[config.mk]
export PLATFORM = sky130hd
export DESIGN_NAME = wdt_timer
export DESIGN_NICKNAME = d
export VERILOG_FILES = /design/src/shared/wdt_pkg.sv /design/src/verilog/wdt_prescaler.sv /design/src/verilog/wdt_timer.sv
export SDC_FILE = /design/constraint.sdc
export NUM_CORES = 1
export LEC_CHECK = 0
export BUFFER_PORTS_ARGS = -buffer_cell sky130_fd_sc_hd__buf_2
export CAP_MARGIN = 30
export CORE_ASPECT_RATIO = 0.5
export CORE_MARGIN = 8
export CORE_UTILIZATION = 45
export CTS_BUF_LIST = sky130_fd_sc_hd__clkbuf_4 sky130_fd_sc_hd__clkbuf_8
export DETAILED_ROUTE_END_ITERATION = 16
export PLACE_DENSITY = 0.7
export SYNTH_ARGS = -nofsm -noshare
export SYNTH_HDL_FRONTEND = slang
export SYNTH_SLANG_ARGS = --single-unit
export TNS_END_PERCENT = 20
[constraint.sdc]
create_clock -name ref_clk -period 3.4 [get_ports ref_clk]
set_input_delay 0.68 -clock ref_clk [delete_from_list [all_inputs] [get_ports ref_clk]]
set_output_delay 0.68 -clock ref_clk [all_outputs]
set_load 0.1 [all_outputs]
[src/shared/wdt_pkg.sv]
// Package of constants and carrier types for the watchdog interval timer
package wdt_pkg;

    // ------------------------------------------------------------------
    // Register map
    // ------------------------------------------------------------------
    localparam logic [15:0] CLOCK_SELECT_ADDR  = 16'hFF42;
    localparam logic [15:0] MODE_CONTROL_ADDR  = 16'hFFF9;
    localparam logic [7:0]  CLOCK_SELECT_RESET = 8'h00;
    localparam logic [7:0]  MODE_CONTROL_RESET = 8'h00;

    // ------------------------------------------------------------------
    // Field positions
    // ------------------------------------------------------------------
    localparam int PERIOD_SELECT_LO_POS        = 1;
    localparam int PERIOD_SELECT_HI_POS        = 2;
    localparam int RUN_POS                     = 7;
    localparam int WATCHDOG_MODE_ENABLE_POS    = 4;
    localparam int OVERFLOW_ACTION_SELECT_POS  = 3;
    localparam logic [7:0] CLOCK_SELECT_MASK   = 8'h06;
    localparam logic [7:0] MODE_CONTROL_MASK   = 8'h98;

    // ------------------------------------------------------------------
    // Counting
    // ------------------------------------------------------------------
    localparam int          PRESCALE_WIDTH = 10;
    localparam int          COUNT_WIDTH    = 7;
    localparam logic [6:0]  COUNT_RESET    = 7'h00;
    localparam logic [9:0]  PRESCALE_RESET = 10'h000;

    // Overflow times in main clock cycles per period code
    localparam int OVERFLOW_CYCLES_0 = 2048;
    localparam int OVERFLOW_CYCLES_3 = 131072;

    // ------------------------------------------------------------------
    // Types
    // ------------------------------------------------------------------
    typedef enum logic [1:0] {
        WDT_STOPPED  = 2'b00,
        WDT_INTERVAL = 2'b01,
        WDT_NMI      = 2'b10,
        WDT_RESET    = 2'b11
    } wdt_mode_type;

    typedef struct packed {
        logic       write;
        logic       read;
        logic [15:0] addr;
        logic [7:0] wdata;
    } wdt_access_type;

    typedef struct packed {
        logic irq_flag_set;
        logic nmi;
        logic reset_request;
    } wdt_event_type;

endpackage

[src/verilog/wdt_prescaler.sv]
// Main clock prescaler, counting only while count_enable is high, with count tick select
`timescale 1ns/1ns
module wdt_prescaler (
    // Clock and reset
    input  wire logic       ref_clk,
    input  wire logic       rst,
    // Control
    input  wire logic       count_enable,
    input  wire logic [1:0] period_select,
    // Tick out
    output logic            count_tick
);
    import wdt_pkg::*;

    logic [PRESCALE_WIDTH-1:0] prescale;
    logic [PRESCALE_WIDTH-1:0] next_prescale;
    logic                      tap;

    // ------------------------------------------------------------------
    // Divider, never cleared by the run bit
    // ------------------------------------------------------------------
    assign next_prescale = prescale + 10'h001;

    always_ff @(posedge ref_clk) begin
        if (rst) begin
            prescale <= PRESCALE_RESET;
        end else if (count_enable) begin
            prescale <= next_prescale;
        end
    end

    // Tick at divide by 16, 64, 256 or 1024
    always_comb begin
        case (period_select)
            2'b00:   tap = (prescale[3:0] == 4'hF);
            2'b01:   tap = (prescale[5:0] == 6'h3F);
            2'b10:   tap = (prescale[7:0] == 8'hFF);
            2'b11:   tap = (prescale == 10'h3FF);
            default: tap = 1'b0;
        endcase
    end

    assign count_tick = tap & count_enable;

endmodule // wdt_prescaler

[src/verilog/wdt_timer.sv]
// Watchdog and interval timer with its two control registers
//
// Operation
// - Period select picks main clock /16,/64,/256,/1024; overflow after 2^11..2^17.
// - Writing run bit 1 clears counter and starts counting; writing run 0 is ignored.
// - Run bit cannot be cleared by software; only system reset clears it.
// - Mode bits 4,3: stopped, interval, nonmaskable interrupt, system reset.
// - Mode bits, once set, ignore clears; watchdog mode blocks interval mode.
// - System reset clears both registers to 00H.
// - Watchdog overflow raises nonmaskable interrupt or reset per bit 3.
// - Interval mode raises maskable request at every overflow, mask applies.
// - Interval request has highest maskable priority in the controller.
// - First overflow after restart may be up to 0.8% early.
// - Flag set when nonmaskable interrupt mode (bits 4,3 = 10) written raises nonmaskable interrupt.
// - Counting continues in halt, freezes in stop power state.
// - Counting stops while CPU runs from subsystem clock.
`timescale 1ns/1ns
module wdt_timer (
    // Clock and reset
    input  wire logic                    ref_clk,
    input  wire logic                    rst,
    // Register access from the CPU
    input  wire wdt_pkg::wdt_access_type access,
    output logic [7:0]                   read_data,
    // CPU power and clock state
    input  wire logic                    stop_mode,
    input  wire logic                    subsystem_clock_cpu,
    // Interrupt controller side
    input  wire logic                    wdog_irq_flag,
    input  wire logic                    wdog_irq_mask,
    // Overflow events
    output wdt_pkg::wdt_event_type       events,
    output logic                         interval_irq_request
);
    import wdt_pkg::*;

    // ------------------------------------------------------------------
    // Declarations
    // ------------------------------------------------------------------
    logic [7:0]             wdog_clock_select;
    logic                   run;
    logic                   watchdog_mode_enable;
    logic                   overflow_action_select;
    logic [COUNT_WIDTH-1:0] count;
    logic [COUNT_WIDTH:0]   next_count;
    logic                   count_tick;
    logic                   count_enable;
    logic                   overflow;
    logic                   clock_write;
    logic                   mode_write;
    logic                   run_write;
    logic                   flag_nmi;
    logic [1:0]             async_in;
    logic [1:0]             async_meta;
    logic [1:0]             async_sync;
    logic                   stop_sync;
    logic                   sub_sync;
    logic                   clock_read;
    logic                   mode_read;
    logic [7:0]             next_read_data;
    wdt_mode_type           mode;
    wdt_event_type          next_events;

    assign clock_write = access.write & (access.addr == CLOCK_SELECT_ADDR);
    assign mode_write  = access.write & (access.addr == MODE_CONTROL_ADDR);
    assign run_write   = mode_write & access.wdata[RUN_POS];
    assign mode        = wdt_mode_type'({watchdog_mode_enable,
                                         overflow_action_select});

    // ------------------------------------------------------------------
    // Power state inputs, synchronised
    // ------------------------------------------------------------------
    assign async_in = {subsystem_clock_cpu, stop_mode};

    // Two flip-flops per asynchronous input
    for (genvar i = 0; i < 2; i++) begin : g_sync
        always_ff @(posedge ref_clk) begin
            if (rst) begin
                async_meta[i] <= 1'b0;
                async_sync[i] <= 1'b0;
            end else begin
                async_meta[i] <= async_in[i];
                async_sync[i] <= async_meta[i];
            end
        end
    end

    assign stop_sync = async_sync[0];
    assign sub_sync  = async_sync[1];

    // Halt keeps counting; stop and subsystem clock freeze it
    assign count_enable = run & ~stop_sync & ~sub_sync;

    // ------------------------------------------------------------------
    // Clock select register
    // ------------------------------------------------------------------
    always_ff @(posedge ref_clk) begin
        if (rst) begin
            wdog_clock_select <= CLOCK_SELECT_RESET;
        end else if (clock_write) begin
            wdog_clock_select <= access.wdata & CLOCK_SELECT_MASK;
        end
    end

    // ------------------------------------------------------------------
    // Mode control register, bits only settable
    // ------------------------------------------------------------------
    always_ff @(posedge ref_clk) begin
        if (rst) begin
            run                    <= MODE_CONTROL_RESET[RUN_POS];
            watchdog_mode_enable   <=
                MODE_CONTROL_RESET[WATCHDOG_MODE_ENABLE_POS];
            overflow_action_select <=
                MODE_CONTROL_RESET[OVERFLOW_ACTION_SELECT_POS];
        end else if (mode_write) begin
            run <= run | access.wdata[RUN_POS];
            watchdog_mode_enable <= watchdog_mode_enable
                | access.wdata[WATCHDOG_MODE_ENABLE_POS];
            overflow_action_select <= overflow_action_select
                | access.wdata[OVERFLOW_ACTION_SELECT_POS];
        end
    end

    // ------------------------------------------------------------------
    // Prescaler
    // ------------------------------------------------------------------
    wdt_prescaler u_prescaler (
        .ref_clk       (ref_clk),
        .rst           (rst),
        .count_enable  (count_enable),
        .period_select (wdog_clock_select[PERIOD_SELECT_HI_POS:
                                          PERIOD_SELECT_LO_POS]),
        .count_tick    (count_tick)
    );

    // ------------------------------------------------------------------
    // Seven-bit counter, cleared by a run write
    // ------------------------------------------------------------------
    assign next_count = {1'b0, count} + 8'h01;
    assign overflow   = count_tick & next_count[COUNT_WIDTH] &
                        ~run_write;

    always_ff @(posedge ref_clk) begin
        if (rst) begin
            count <= COUNT_RESET;
        end else if (run_write) begin
            count <= COUNT_RESET;
        end else if (count_tick) begin
            count <= next_count[COUNT_WIDTH-1:0];
        end
    end

    // ------------------------------------------------------------------
    // Overflow events
    // ------------------------------------------------------------------
    // Pending flag at a nonmaskable interrupt mode write (bit 4 set, bit 3 clear) raises a nonmaskable interrupt
    assign flag_nmi = mode_write & wdog_irq_flag &
                      access.wdata[WATCHDOG_MODE_ENABLE_POS] &
                      ~access.wdata[OVERFLOW_ACTION_SELECT_POS] &
                      ~overflow_action_select;

    always_comb begin
        next_events = '0;
        case (mode)
            WDT_INTERVAL: next_events.irq_flag_set  = overflow;
            WDT_NMI:      next_events.nmi           = overflow;
            WDT_RESET:    next_events.reset_request = overflow;
            default:      next_events = '0;
        endcase
        next_events.nmi = next_events.nmi | flag_nmi;
    end

    always_ff @(posedge ref_clk) begin
        if (rst) begin
            events <= '0;
        end else begin
            events <= next_events;
        end
    end

    // ------------------------------------------------------------------
    // Maskable interval request
    // ------------------------------------------------------------------
    always_ff @(posedge ref_clk) begin
        if (rst) begin
            interval_irq_request <= 1'b0;
        end else begin
            // Highest maskable priority is given in the controller
            interval_irq_request <= next_events.irq_flag_set &
                                    ~wdog_irq_mask;
        end
    end

    // ------------------------------------------------------------------
    // Read data
    // ------------------------------------------------------------------
    assign clock_read = access.read & (access.addr == CLOCK_SELECT_ADDR);
    assign mode_read  = access.read & (access.addr == MODE_CONTROL_ADDR);

    // Unmapped or idle cycles read zero
    always_comb begin
        case ({clock_read, mode_read})
            2'b10: begin
                next_read_data = wdog_clock_select;
            end
            2'b01: begin
                next_read_data = {run, 2'b00, watchdog_mode_enable,
                                  overflow_action_select, 3'b000};
            end
            default: begin
                next_read_data = 8'h00;
            end
        endcase
    end

    always_ff @(posedge ref_clk) begin
        if (rst) begin
            read_data <= 8'h00;
        end else begin
            read_data <= next_read_data;
        end
    end

endmodule // wdt_timer
# Yosys cells after proc, flatten, opt, wreduce, memory -nomap -nowiden
# Index checks and enable logic that the tools add are counted.
dict set report classes {
  n_addsub 2
  n_eq_ne 14
  n_mux 4
  bitwise_logic 26
  reduce_logical 3
}
# cell n
set ops {}
lappend ops {{== test 16 bit (second input constant)} 2}
lappend ops {{case mux 8 bit (2 select lines)} 1}
lappend ops {{bitwise AND 1 bit} 15}
lappend ops {{adder 10 x 1 -> 10 bit (second input constant)} 1}
lappend ops {{== test 10 bit (second input constant)} 1}
lappend ops {{== test 2 bit (second input constant)} 5}
lappend ops {{adder 7 x 1 -> 8 bit (second input constant)} 1}
lappend ops {{== test 8 bit (second input constant)} 1}
lappend ops {{inverter 1 bit} 7}
lappend ops {{== test 2 x 1 -> 1 bit (second input constant)} 3}
lappend ops {{== test 6 bit (second input constant)} 1}
lappend ops {{== test 4 bit (second input constant)} 1}
lappend ops {{bitwise OR 1 bit} 4}
lappend ops {{case mux 1 bit (4 select lines)} 1}
lappend ops {{OR reduction 2 bit} 2}
lappend ops {{logical NOT 2 bit} 1}
lappend ops {{two-way mux 1 bit} 2}
dict set report totals {
  regBits 38
  in_bits 32
  out_inout_bits 12
  word_cells 64
}

# Longest topological paths before layout
# Gate-level depths: netlist (run 1).
dict set report depth {
  ltp_word 8
  ltp_mapped 6
  mapped_depth_nobuf 6
}

# Hierarchy
# Synthesis (run 1) repeated with hierarchy kept, for this count alone.
dict set report hier_totals {
  hier_cells 159
  area_unflattened_um2 1516.5
}
# mod n_inst cells_per_inst area_per_inst_um2 seq_area_each_um2
set modules_own_cells {}
lappend modules_own_cells {wdt_timer 1 105 1039.7 500.5}
lappend modules_own_cells {wdt_prescaler 1 54 476.7 200.2}

# Least setup slack after synthesis (run 1)
# No wires, ideal clock.
dict set report synth_timing {
  kind {input to register}
  from {input port access[8] in the netlist's numbering}
  to {register read_data[1]}
  setup_ns 0.091
  arrival_time_ns 2.435
  required_time_ns 3.309
  slack_ns 0.874
  stages 5
  n_path_buf 0
  cell_sequence {or4b_1 or4_1 or2_2 ha_1 nor4bb_1}
}
dict set report synth_via {
  elab_chain_cells 4
  word_cells_on_any_way 7
  classes_between {eq/ne: 4; mux: 1; bitwise: 2}
}
# item line
set synth_lines {}
lappend synth_lines {{start: declaration} wdt_timer.sv:23} ;# input wire wdt_pkg::wdt_access_type access,
lappend synth_lines {{== test 16 bit (on tied branches)} {wdt_timer.sv:198, wdt_timer.sv:197}}
lappend synth_lines {{bitwise AND 1 bit (on tied branches)} {wdt_timer.sv:198, wdt_timer.sv:197}}
lappend synth_lines {{== test 2 x 1 -> 1 bit / == test 2 bit (equally long branches)} wdt_timer.sv:202} ;# case ({clock_read, mode_read})
lappend synth_lines {{case mux 8 bit (2 select lines) *} wdt_timer.sv:202}
lappend synth_lines {{end signal: assignment} wdt_timer.sv:220} ;# read_data <= next_read_data;
lappend synth_lines {{end: declaration} wdt_timer.sv:24} ;# output logic [7:0] read_data,
# Mark *: on every way between the ends. The rest lies on a longest branch, timed or not.
# A chain may end at the register's enable or synchronous reset.

# Worst setup path in the final report (run 1)
# Same ends and word-level chain as after synthesis.

==> reports/results.txt, run 1 <==
The H-tree generated during clock tree synthesis spans 2 levels. The worst setup path is captured at a register. The tree is rooted in a clkbuf_8. In this run the tool buffered the top-level ports with 37 buffer cells.

Yosys attributes the largest share of cell area to dfxtp_1 (44%), a21oi_1 (3.8%), ha_1 (3.2%), nand4_1 (3.2%), nand2_1 (2.8%). The relative area change from synthesis to final layout came out at 20.89%. For this design the static power due to leakage is 0.7527 nW. Across the whole layout, storage elements account for 700.7 um^2. The clock reaches the later pin of the worst-skew pair after 0.28 ns. Across the routed clock network, the largest skew measured is 0.003352 ns. After detailed routing, the number of remaining DRC violations is 0.

The critical path goes through buf_2 > or4b_1 > or4_1 > or2_2 > ha_1 > nor4bb_1. Detailed routing inserted a total of 1363 vias. For this design the ratio of total power to cell area is 432.5 nW/um^2. The share of layout cells above drive strength 1 is 0.2642, and the number of max-cap violations is 0.

The first global-routing pass estimated 5637 um of wire. Synthesis handed over a netlist of 172 instances. The share of the clock period used by the worst path after layout was 0.7329. In the final routed layout, each cell accounts on average for 12.53 um.

Highest-delay cell along the critical path: or4b_1. The number of stages on the worst hold path was 1. The total inserted antenna cells is 0. The run gives 0 as the post-cts sizing count. Once routing completed, OpenROAD measured the worst setup slack at 0.9080 ns. At the end of the flow, the number of nets in the layout was 247. In this run the critical register-to-register path is captured at events[1]. The critical path depth was 6. The logs give 1322 for the via count of the first global-routing pass and 0.1211 for the global router's overall resource usage. The tools report the initial core utilization as 0.4656. The first detailed-routing pass ran for 4 iterations. After detailed routing, the number of vias per cell comes to 5.183. The startpoint type of the worst setup path was an input port. By count the netlist is led by dfxtp_1 (35), a21oi_1 (12), nand2_1 (12), nor2_1 (12), nand4_1 (8). The worst IR drop on VDD is 0.2135 mV, and the peak per-stage delay on the critical path is 0.54 ns.

Across all register-to-register paths, the minimum setup slack is 1.35 ns. The full die area came out at 5783 um^2. The initialized floorplan defines 15 standard-cell rows. Most numerous cell in the Yosys netlist: dfxtp_1. The maximum clock insertion buffer count is 2, and the number of flops mapped to enable cells by yosys is 0. Overall die width: 99.84 um.

The gate family responsible for the most delay along the worst path was simple AND/OR/NAND/NOR gates. Final count of hold timing violations: 0. Dividing the synthesized area by the synthesized cell count gives 9.195 um^2. The die is 57.92 um tall. The tools report the number of warnings issued by yosys as 0. Depth of the most critical reg-to-reg path: 4. The type of the tightest min-delay check was reg -> reg.

The area used by multi-input combinational logic was 819.5 um^2. The total internal power is 0.6463 mW. For the number of different library cells in the post-synthesis netlist, the log shows 44.

The number of buffer and inverter stages on the critical path is 1. Synthesis inferred 35 register bits. The cell accounting for the most synthesized area is dfxtp_1. For the number of fill cells, the log shows 307.

TritonCTS built the clock tree. Data arrives at the worst endpoint at 2.68 ns. The routed design has 3296 um of wire. Once detail routing completed, the nets flagged for antenna violations numbered 0. The run gives 0 as the max-slew violation count.

Hold timing on the final database bottoms out at a slack of 0.4438 ns. For this design the total switching power over the nets is 0.1806 mW. The share of async-settable or async-resettable flops after synthesis came out at 0. The area share of the largest cell type after synthesis was 0.4430. The sink count of the clock tree is 35. The number of hold buffers added after CTS was 0.

For the portion of total power attributed to the clock network, the log shows 0.446. The worst hold path terminates at sub_sync. Fraction of power consumed by sequential logic: 0.499. The run gives 0 as the initial antenna violation count. Leading register cell type out of synthesis: dfxtp_1. For this run, the top clock speed supported by timing is 401.3 MHz. Counting the buffers created by CTS gives 5. The required time at the endpoint of the critical path is 3.59 ns. The detailed router finished its first iteration with 43 violations.

Sequential share of the synthesized area: 0.4430. The largest fanout on the critical path was 3; the clock transition at the registers of the reported paths was 0.07 ns. Pin count of the biggest net entering global routing: 30.

The power consumption is 0.8269 mW, and the setup total negative slack is 0 ns. The number of setup violations in the final report was 0. The most critical setup path has its startpoint at access[8]. The startpoint identified for the worst hold timing path is async_meta[1].

44 I/O pins were placed. The core region is 3397 um^2. The run finished with clean final reports. The category of the critical setup timing path is in -> reg. The aggregate global routing overflow was 0; the power share of the combinational group was 0.055. The switching power as a share of total power was 0.2184. Setup repair after global routing left no endpoint under its margin. In this run the cell area of the synthesized design comes to 1582 um^2. For the worst-case setup slack after placement, the log shows 0.6242 ns. The smallest clock period supported by the final layout is computed as 2.492 ns. The number of setup buffers added after CTS is 0. The HPWL after detailed placement is 2482 um. The source of the worst register-to-register timing path is run. The run gives 0.8382 as the placer congestion estimate.
worst max path at each step:
| stage | slack, ns | to |
|---|---|---|
| after global placement | 0.64 | read_data[1] |
| after floorplan | 0.87 | read_data[1] |
| after CTS | 0.91 | read_data[1] |
| final | 0.91 | read_data[1] |
| after global routing | 0.82 | read_data[2] |
| after detailed placement | 0.62 | read_data[1] |
through the flow:
stage / utilization / std cells / cell area (um^2)
5_1_grt: 0.5628 / 263 / 1912
4_1_cts: 0.5628 / 263 / 1912
6_report: 0.5628 / 263 / 1912
3_5_place_dp: 0.5297 / 255 / 1799
3_3_place_gp: 0.5297 / 255 / 1799
2_1_floorplan: - / 174 / 1589
cells by family after synthesis:
kind of cell    share of synthesized area
compound gates                     0.1282
xor+xnor                          0.03877
fa+ha+maj                         0.03165
buf+inv                           0.04350
flops                              0.4430
other cells                      0.002371
simple gates                       0.3125
power by group through the flow:
stage	Combinational (mW)	Clock, mW	Sequential (mW)
floorplan	0.0293	0	0.422
finish	0.0453	0.369	0.413
global placement	0.0447	0	0.422
CTS	0.0452	0.378	0.412
global route	0.0491	0.400	0.412
detailed placement	0.0452	0	0.422
sequential cells by signal, indices dropped and copies added (netlist names):
name	flops
async_meta	2
count	7
events	3
interval_irq_request	1
overflow_action_select	1
read_data	5
run	1
stop_sync	1
sub_sync	1
u_prescaler.prescale	10
watchdog_mode_enable	1
wdog_clock_select	2
cell usage in the layout, fill, tap and decap left out, types with 6 or more instances in the layout:
master	synthesis	final
a21oi_1	12	12
buf_2	1	37
dfxtp_1	35	35
nand2_1	12	12
nand3_1	7	7
nand4_1	8	8
nor2_1	12	12
o21ai_0	6	6
or4_1	6	6
cell type report:
type	count	share of cell area
clock inverters	3	0.02291
flip-flops and latches	35	0.3665
clock buffers	5	0.03599
inverters	4	0.007853
multi-input cells	126	0.4287
repair buffers	39	0.1047
well taps	51	0.03338
per-layer routing:
layer	wire, um	vias up	share of wire	global-route usage
li1	-	706	-	-
met1	1468	639	0.45	0.1285
met2	1697	14	0.51	0.2177
met3	88	4	0.027	0.03580
met4	42	0	0.013	0.05970
met5	0	-	0	0
No activity file was read; power rests on OpenSTA's default activity.
==> inputs of run 2 (changes only) <==
==> constraint.sdc (replaced) <==
create_clock -name ref_clk -period 2.5 [get_ports ref_clk]
set_input_delay 0.5 -clock ref_clk [delete_from_list [all_inputs] [get_ports ref_clk]]
set_output_delay 0.5 -clock ref_clk [all_outputs]
set_load 0.1 [all_outputs]
==> run 2 against run 1 <==
Effect of this change:
- critical path depth did not move
- sequential power increased by 36%
- final cell count unchanged
- clock skew up 0.0030 ns
- first-iteration DRC count grew 30%
- routed wire length grew 2.5%
- sequential share of layout area grew 0.46 points
- via count up 0.88%
- largest power group unchanged
- worst setup slack lost 0.67 ns
- global-route usage grew 0.61 points
- combinational power is 36% higher
==> reports/results.txt, run 2 (synthesized netlist as in run 1, its figures left out) <==
The flow ran to the end, and the final reports show no timing, DRC or antenna violations. The first global-routing pass estimated 5892 um of wire. Setup repair after global routing left no endpoint under its margin. Gates resized during post-CTS repair numbered 0. Clock-pin slew was measured on the worst setup and hold paths at 0.07 ns. The logs give 0 for the final count of hold timing violations and 2.46 ns for the signal arrival time at the worst endpoint. The tools report the total inserted antenna cells as 0.

For the utilization of the core after routing, the log shows 0.5558. The worst register-to-register path ends at events[1]. Setup violations remaining at the end of the flow were counted as 0. The largest registers in the layout are u_prescaler.prescale: 10 flops, count: 7 flops, read_data: 5 flops. For the count of nets after finishing, the log shows 247.

Leaving out fill and tap cells, the most frequent cell in the layout is buf_2. The register with the most flip-flops in the layout has 10 of them. Detail-routed via count per cell: 5.228.

In this run the post-CTS setup repair buffer count came out at 0. At the later pin of the worst-skew pair, clock insertion delay measures 0.28 ns. The HPWL after detailed placement is 2506 um. The launch instance of the worst min-delay path is wdog_irq_mask. The post-route DRC violation count is 0. u_prescaler.prescale holds more flip-flops than any other register. The aggregate global routing overflow is 0. For flop-to-flop paths, the worst setup slack is 0.48 ns. The initial antenna violation count was 0.

For this design the ratio of total power to cell area is 545.5 nW/um^2. The source of the worst register-to-register timing path is run. Gate family responsible for the most delay along the worst path: simple AND/OR/NAND/NOR gates. The hold buffer count at CTS is 0. The peak per-stage delay on the critical path came out at 0.53 ns. The worst setup path is of the in -> reg kind. The clock buffer count from CTS is 5. The master cell of the clock root buffer was clkbuf_8. Along the worst path, the maximum fanout reaches 3. For this run, the detailed router's first-pass iteration total came to 4. The signal on the critical path passes through buf_2 > or4b_1 > or4_1 > or2_2 > ha_1 > nor4bb_1. The number of buffer and inverter stages on the critical path is 1, and the sink count of the clock tree is 35.

The type of the tightest min-delay check was in -> reg. The worst hold path passes through 2 cells. In this run the vertical extent of the chip is 57.92 um.

The run gives 56 as the number of DRC violations after detailed-routing iteration 0. Max-cap violations in this run came to 0. Routability-driven placement finished with a final weighted congestion of 0.8349.

The vias after detailed routing is 1375, and the pin count of the biggest net entering global routing is 30. The routed design has 3377 um of wire. The share of the clock period used by the worst path after layout was 0.9064; the total number of placement rows was 15.

The global router's overall resource usage is 0.1272, and the clock period minus worst slack is 2.266 ns. The tools report the max-slew violation count as 0. The required time at the endpoint of the critical path came out at 2.70 ns. The worst setup path is launched from an input port.

The share of layout cells above drive strength 1 was 0.2642; the number of ports placed on the die boundary was 44. The slowest stage of the critical path belongs to the cell or4b_1. Input and output buffers added on the ports amount to 37. For the highest achievable clock rate, the log shows 441.3 MHz.

The remaining number of nets flagged by the antenna check after routing came out at 0. The worst hold path terminates at interval_irq_request. In this run the standard cell core region covers 3397 um^2.

The via count of the first global-routing pass is 1376. The clock tree synthesis step divided the H-tree into 2 levels. The top cell types in the final layout, fill and taps aside, are buf_2 (37), dfxtp_1 (35), nand2_1 (12), nor2_1 (12), a21oi_1 (12). The floorplan step set the die width to 99.84 um. The depth of the most critical reg-to-reg path came out at 4.

The logs give 5783 um^2 for the full die area and 0.3702 ns for the worst hold slack across all endpoints. Relative area change from synthesis to final layout: 19.38%. TritonCTS built the clock tree. The detailed-route wire length per cell was 12.84 um; the worst clock skew on the final layout was 0.006347 ns.

The worst setup path is captured at a register. The leakage power figure came out at 0.7392 nW. The worst IR drop on VDD is 0.2096 mV, and the maximum clock insertion buffer count is 2. The initial core utilization is 0.4656.
[run 2: cell types whose count changed in the layout (fill, tap and decap cells not counted), sizes merged]
cell | previous run | this run
bufinv | 1 | 0
clkbuf | 5 | 6
clkinv | 2 | 1
clkinvlp | 0 | 1
[run 2: report_power, final]
part / internal (mW) / total [mW] / switching [mW]
clock: 0.205 / 0.407 / 0.202
combinational: 0.0222 / 0.0618 / 0.0395
sequential: 0.560 / 0.561 / 0.00102
total: 0.788 / 1.03 / 0.242
[run 2: final cells by class]
class / instances / area [um^2]
Sequential cell: 35 / 700.7
Timing Repair Buffer: 39 / 200.2
Fill cell: 318 / 1509
Clock buffer: 6 / 76.32
Tap cell: 51 / 63.81
Inverter: 4 / 15.01
Multi-Input combinational cell: 126 / 819.5
Clock inverter: 2 / 12.51
[run 2: worst register-to-register path: stages, from the launching register on]
cell	delay, ns
dfxtp_1	0.37
or3b_1	0.46
a211o_4	0.37
or3_4	0.43
o41ai_2	0.31
[run 2: worst max path at each step]
| stage | slack [ns] | start | end | cells past startpoint |
|---|---|---|---|---|
| 2_1_floorplan | 0.15 | access[8] | read_data[1] | 5 |
| 3_3_place_gp | -0.03 | access[8] | read_data[1] | 6 |
| 3_5_place_dp | -0.05 | access[8] | read_data[2] | 6 |
| 4_1_cts | 0.25 | access[8] | read_data[2] | 6 |
| 5_1_grt | 0.14 | access[8] | read_data[1] | 6 |
| 6_report | 0.23 | access[8] | read_data[2] | 6 |
[run 2: through the flow]
stage / power, mW / std cells / setup WS (ns) / cell area (um^2) / TNS (ns)
after global placement: 0.6346 / 255 / -0.02666 / 1799 / -0.05318
after floorplan: 0.6135 / 174 / 0.1540 / 1589 / 0
final: 1.030 / 263 / 0.2340 / 1888 / 0
after CTS: 1.046 / 263 / 0.2495 / 1888 / 0
after detailed placement: 0.6358 / 255 / -0.04933 / 1799 / -0.09518
after global routing: 1.078 / 263 / 0.1445 / 1888 / 0
[run 2: metal layers]
metal | vias to the layer above | track usage | part of all wire
met4 | 0 | 0.05970 | 0.013
met5 | - | 0 | 0
met3 | 5 | 0.04057 | 0.023
li1 | 706 | - | -
met2 | 14 | 0.2337 | 0.53
met1 | 650 | 0.1304 | 0.43
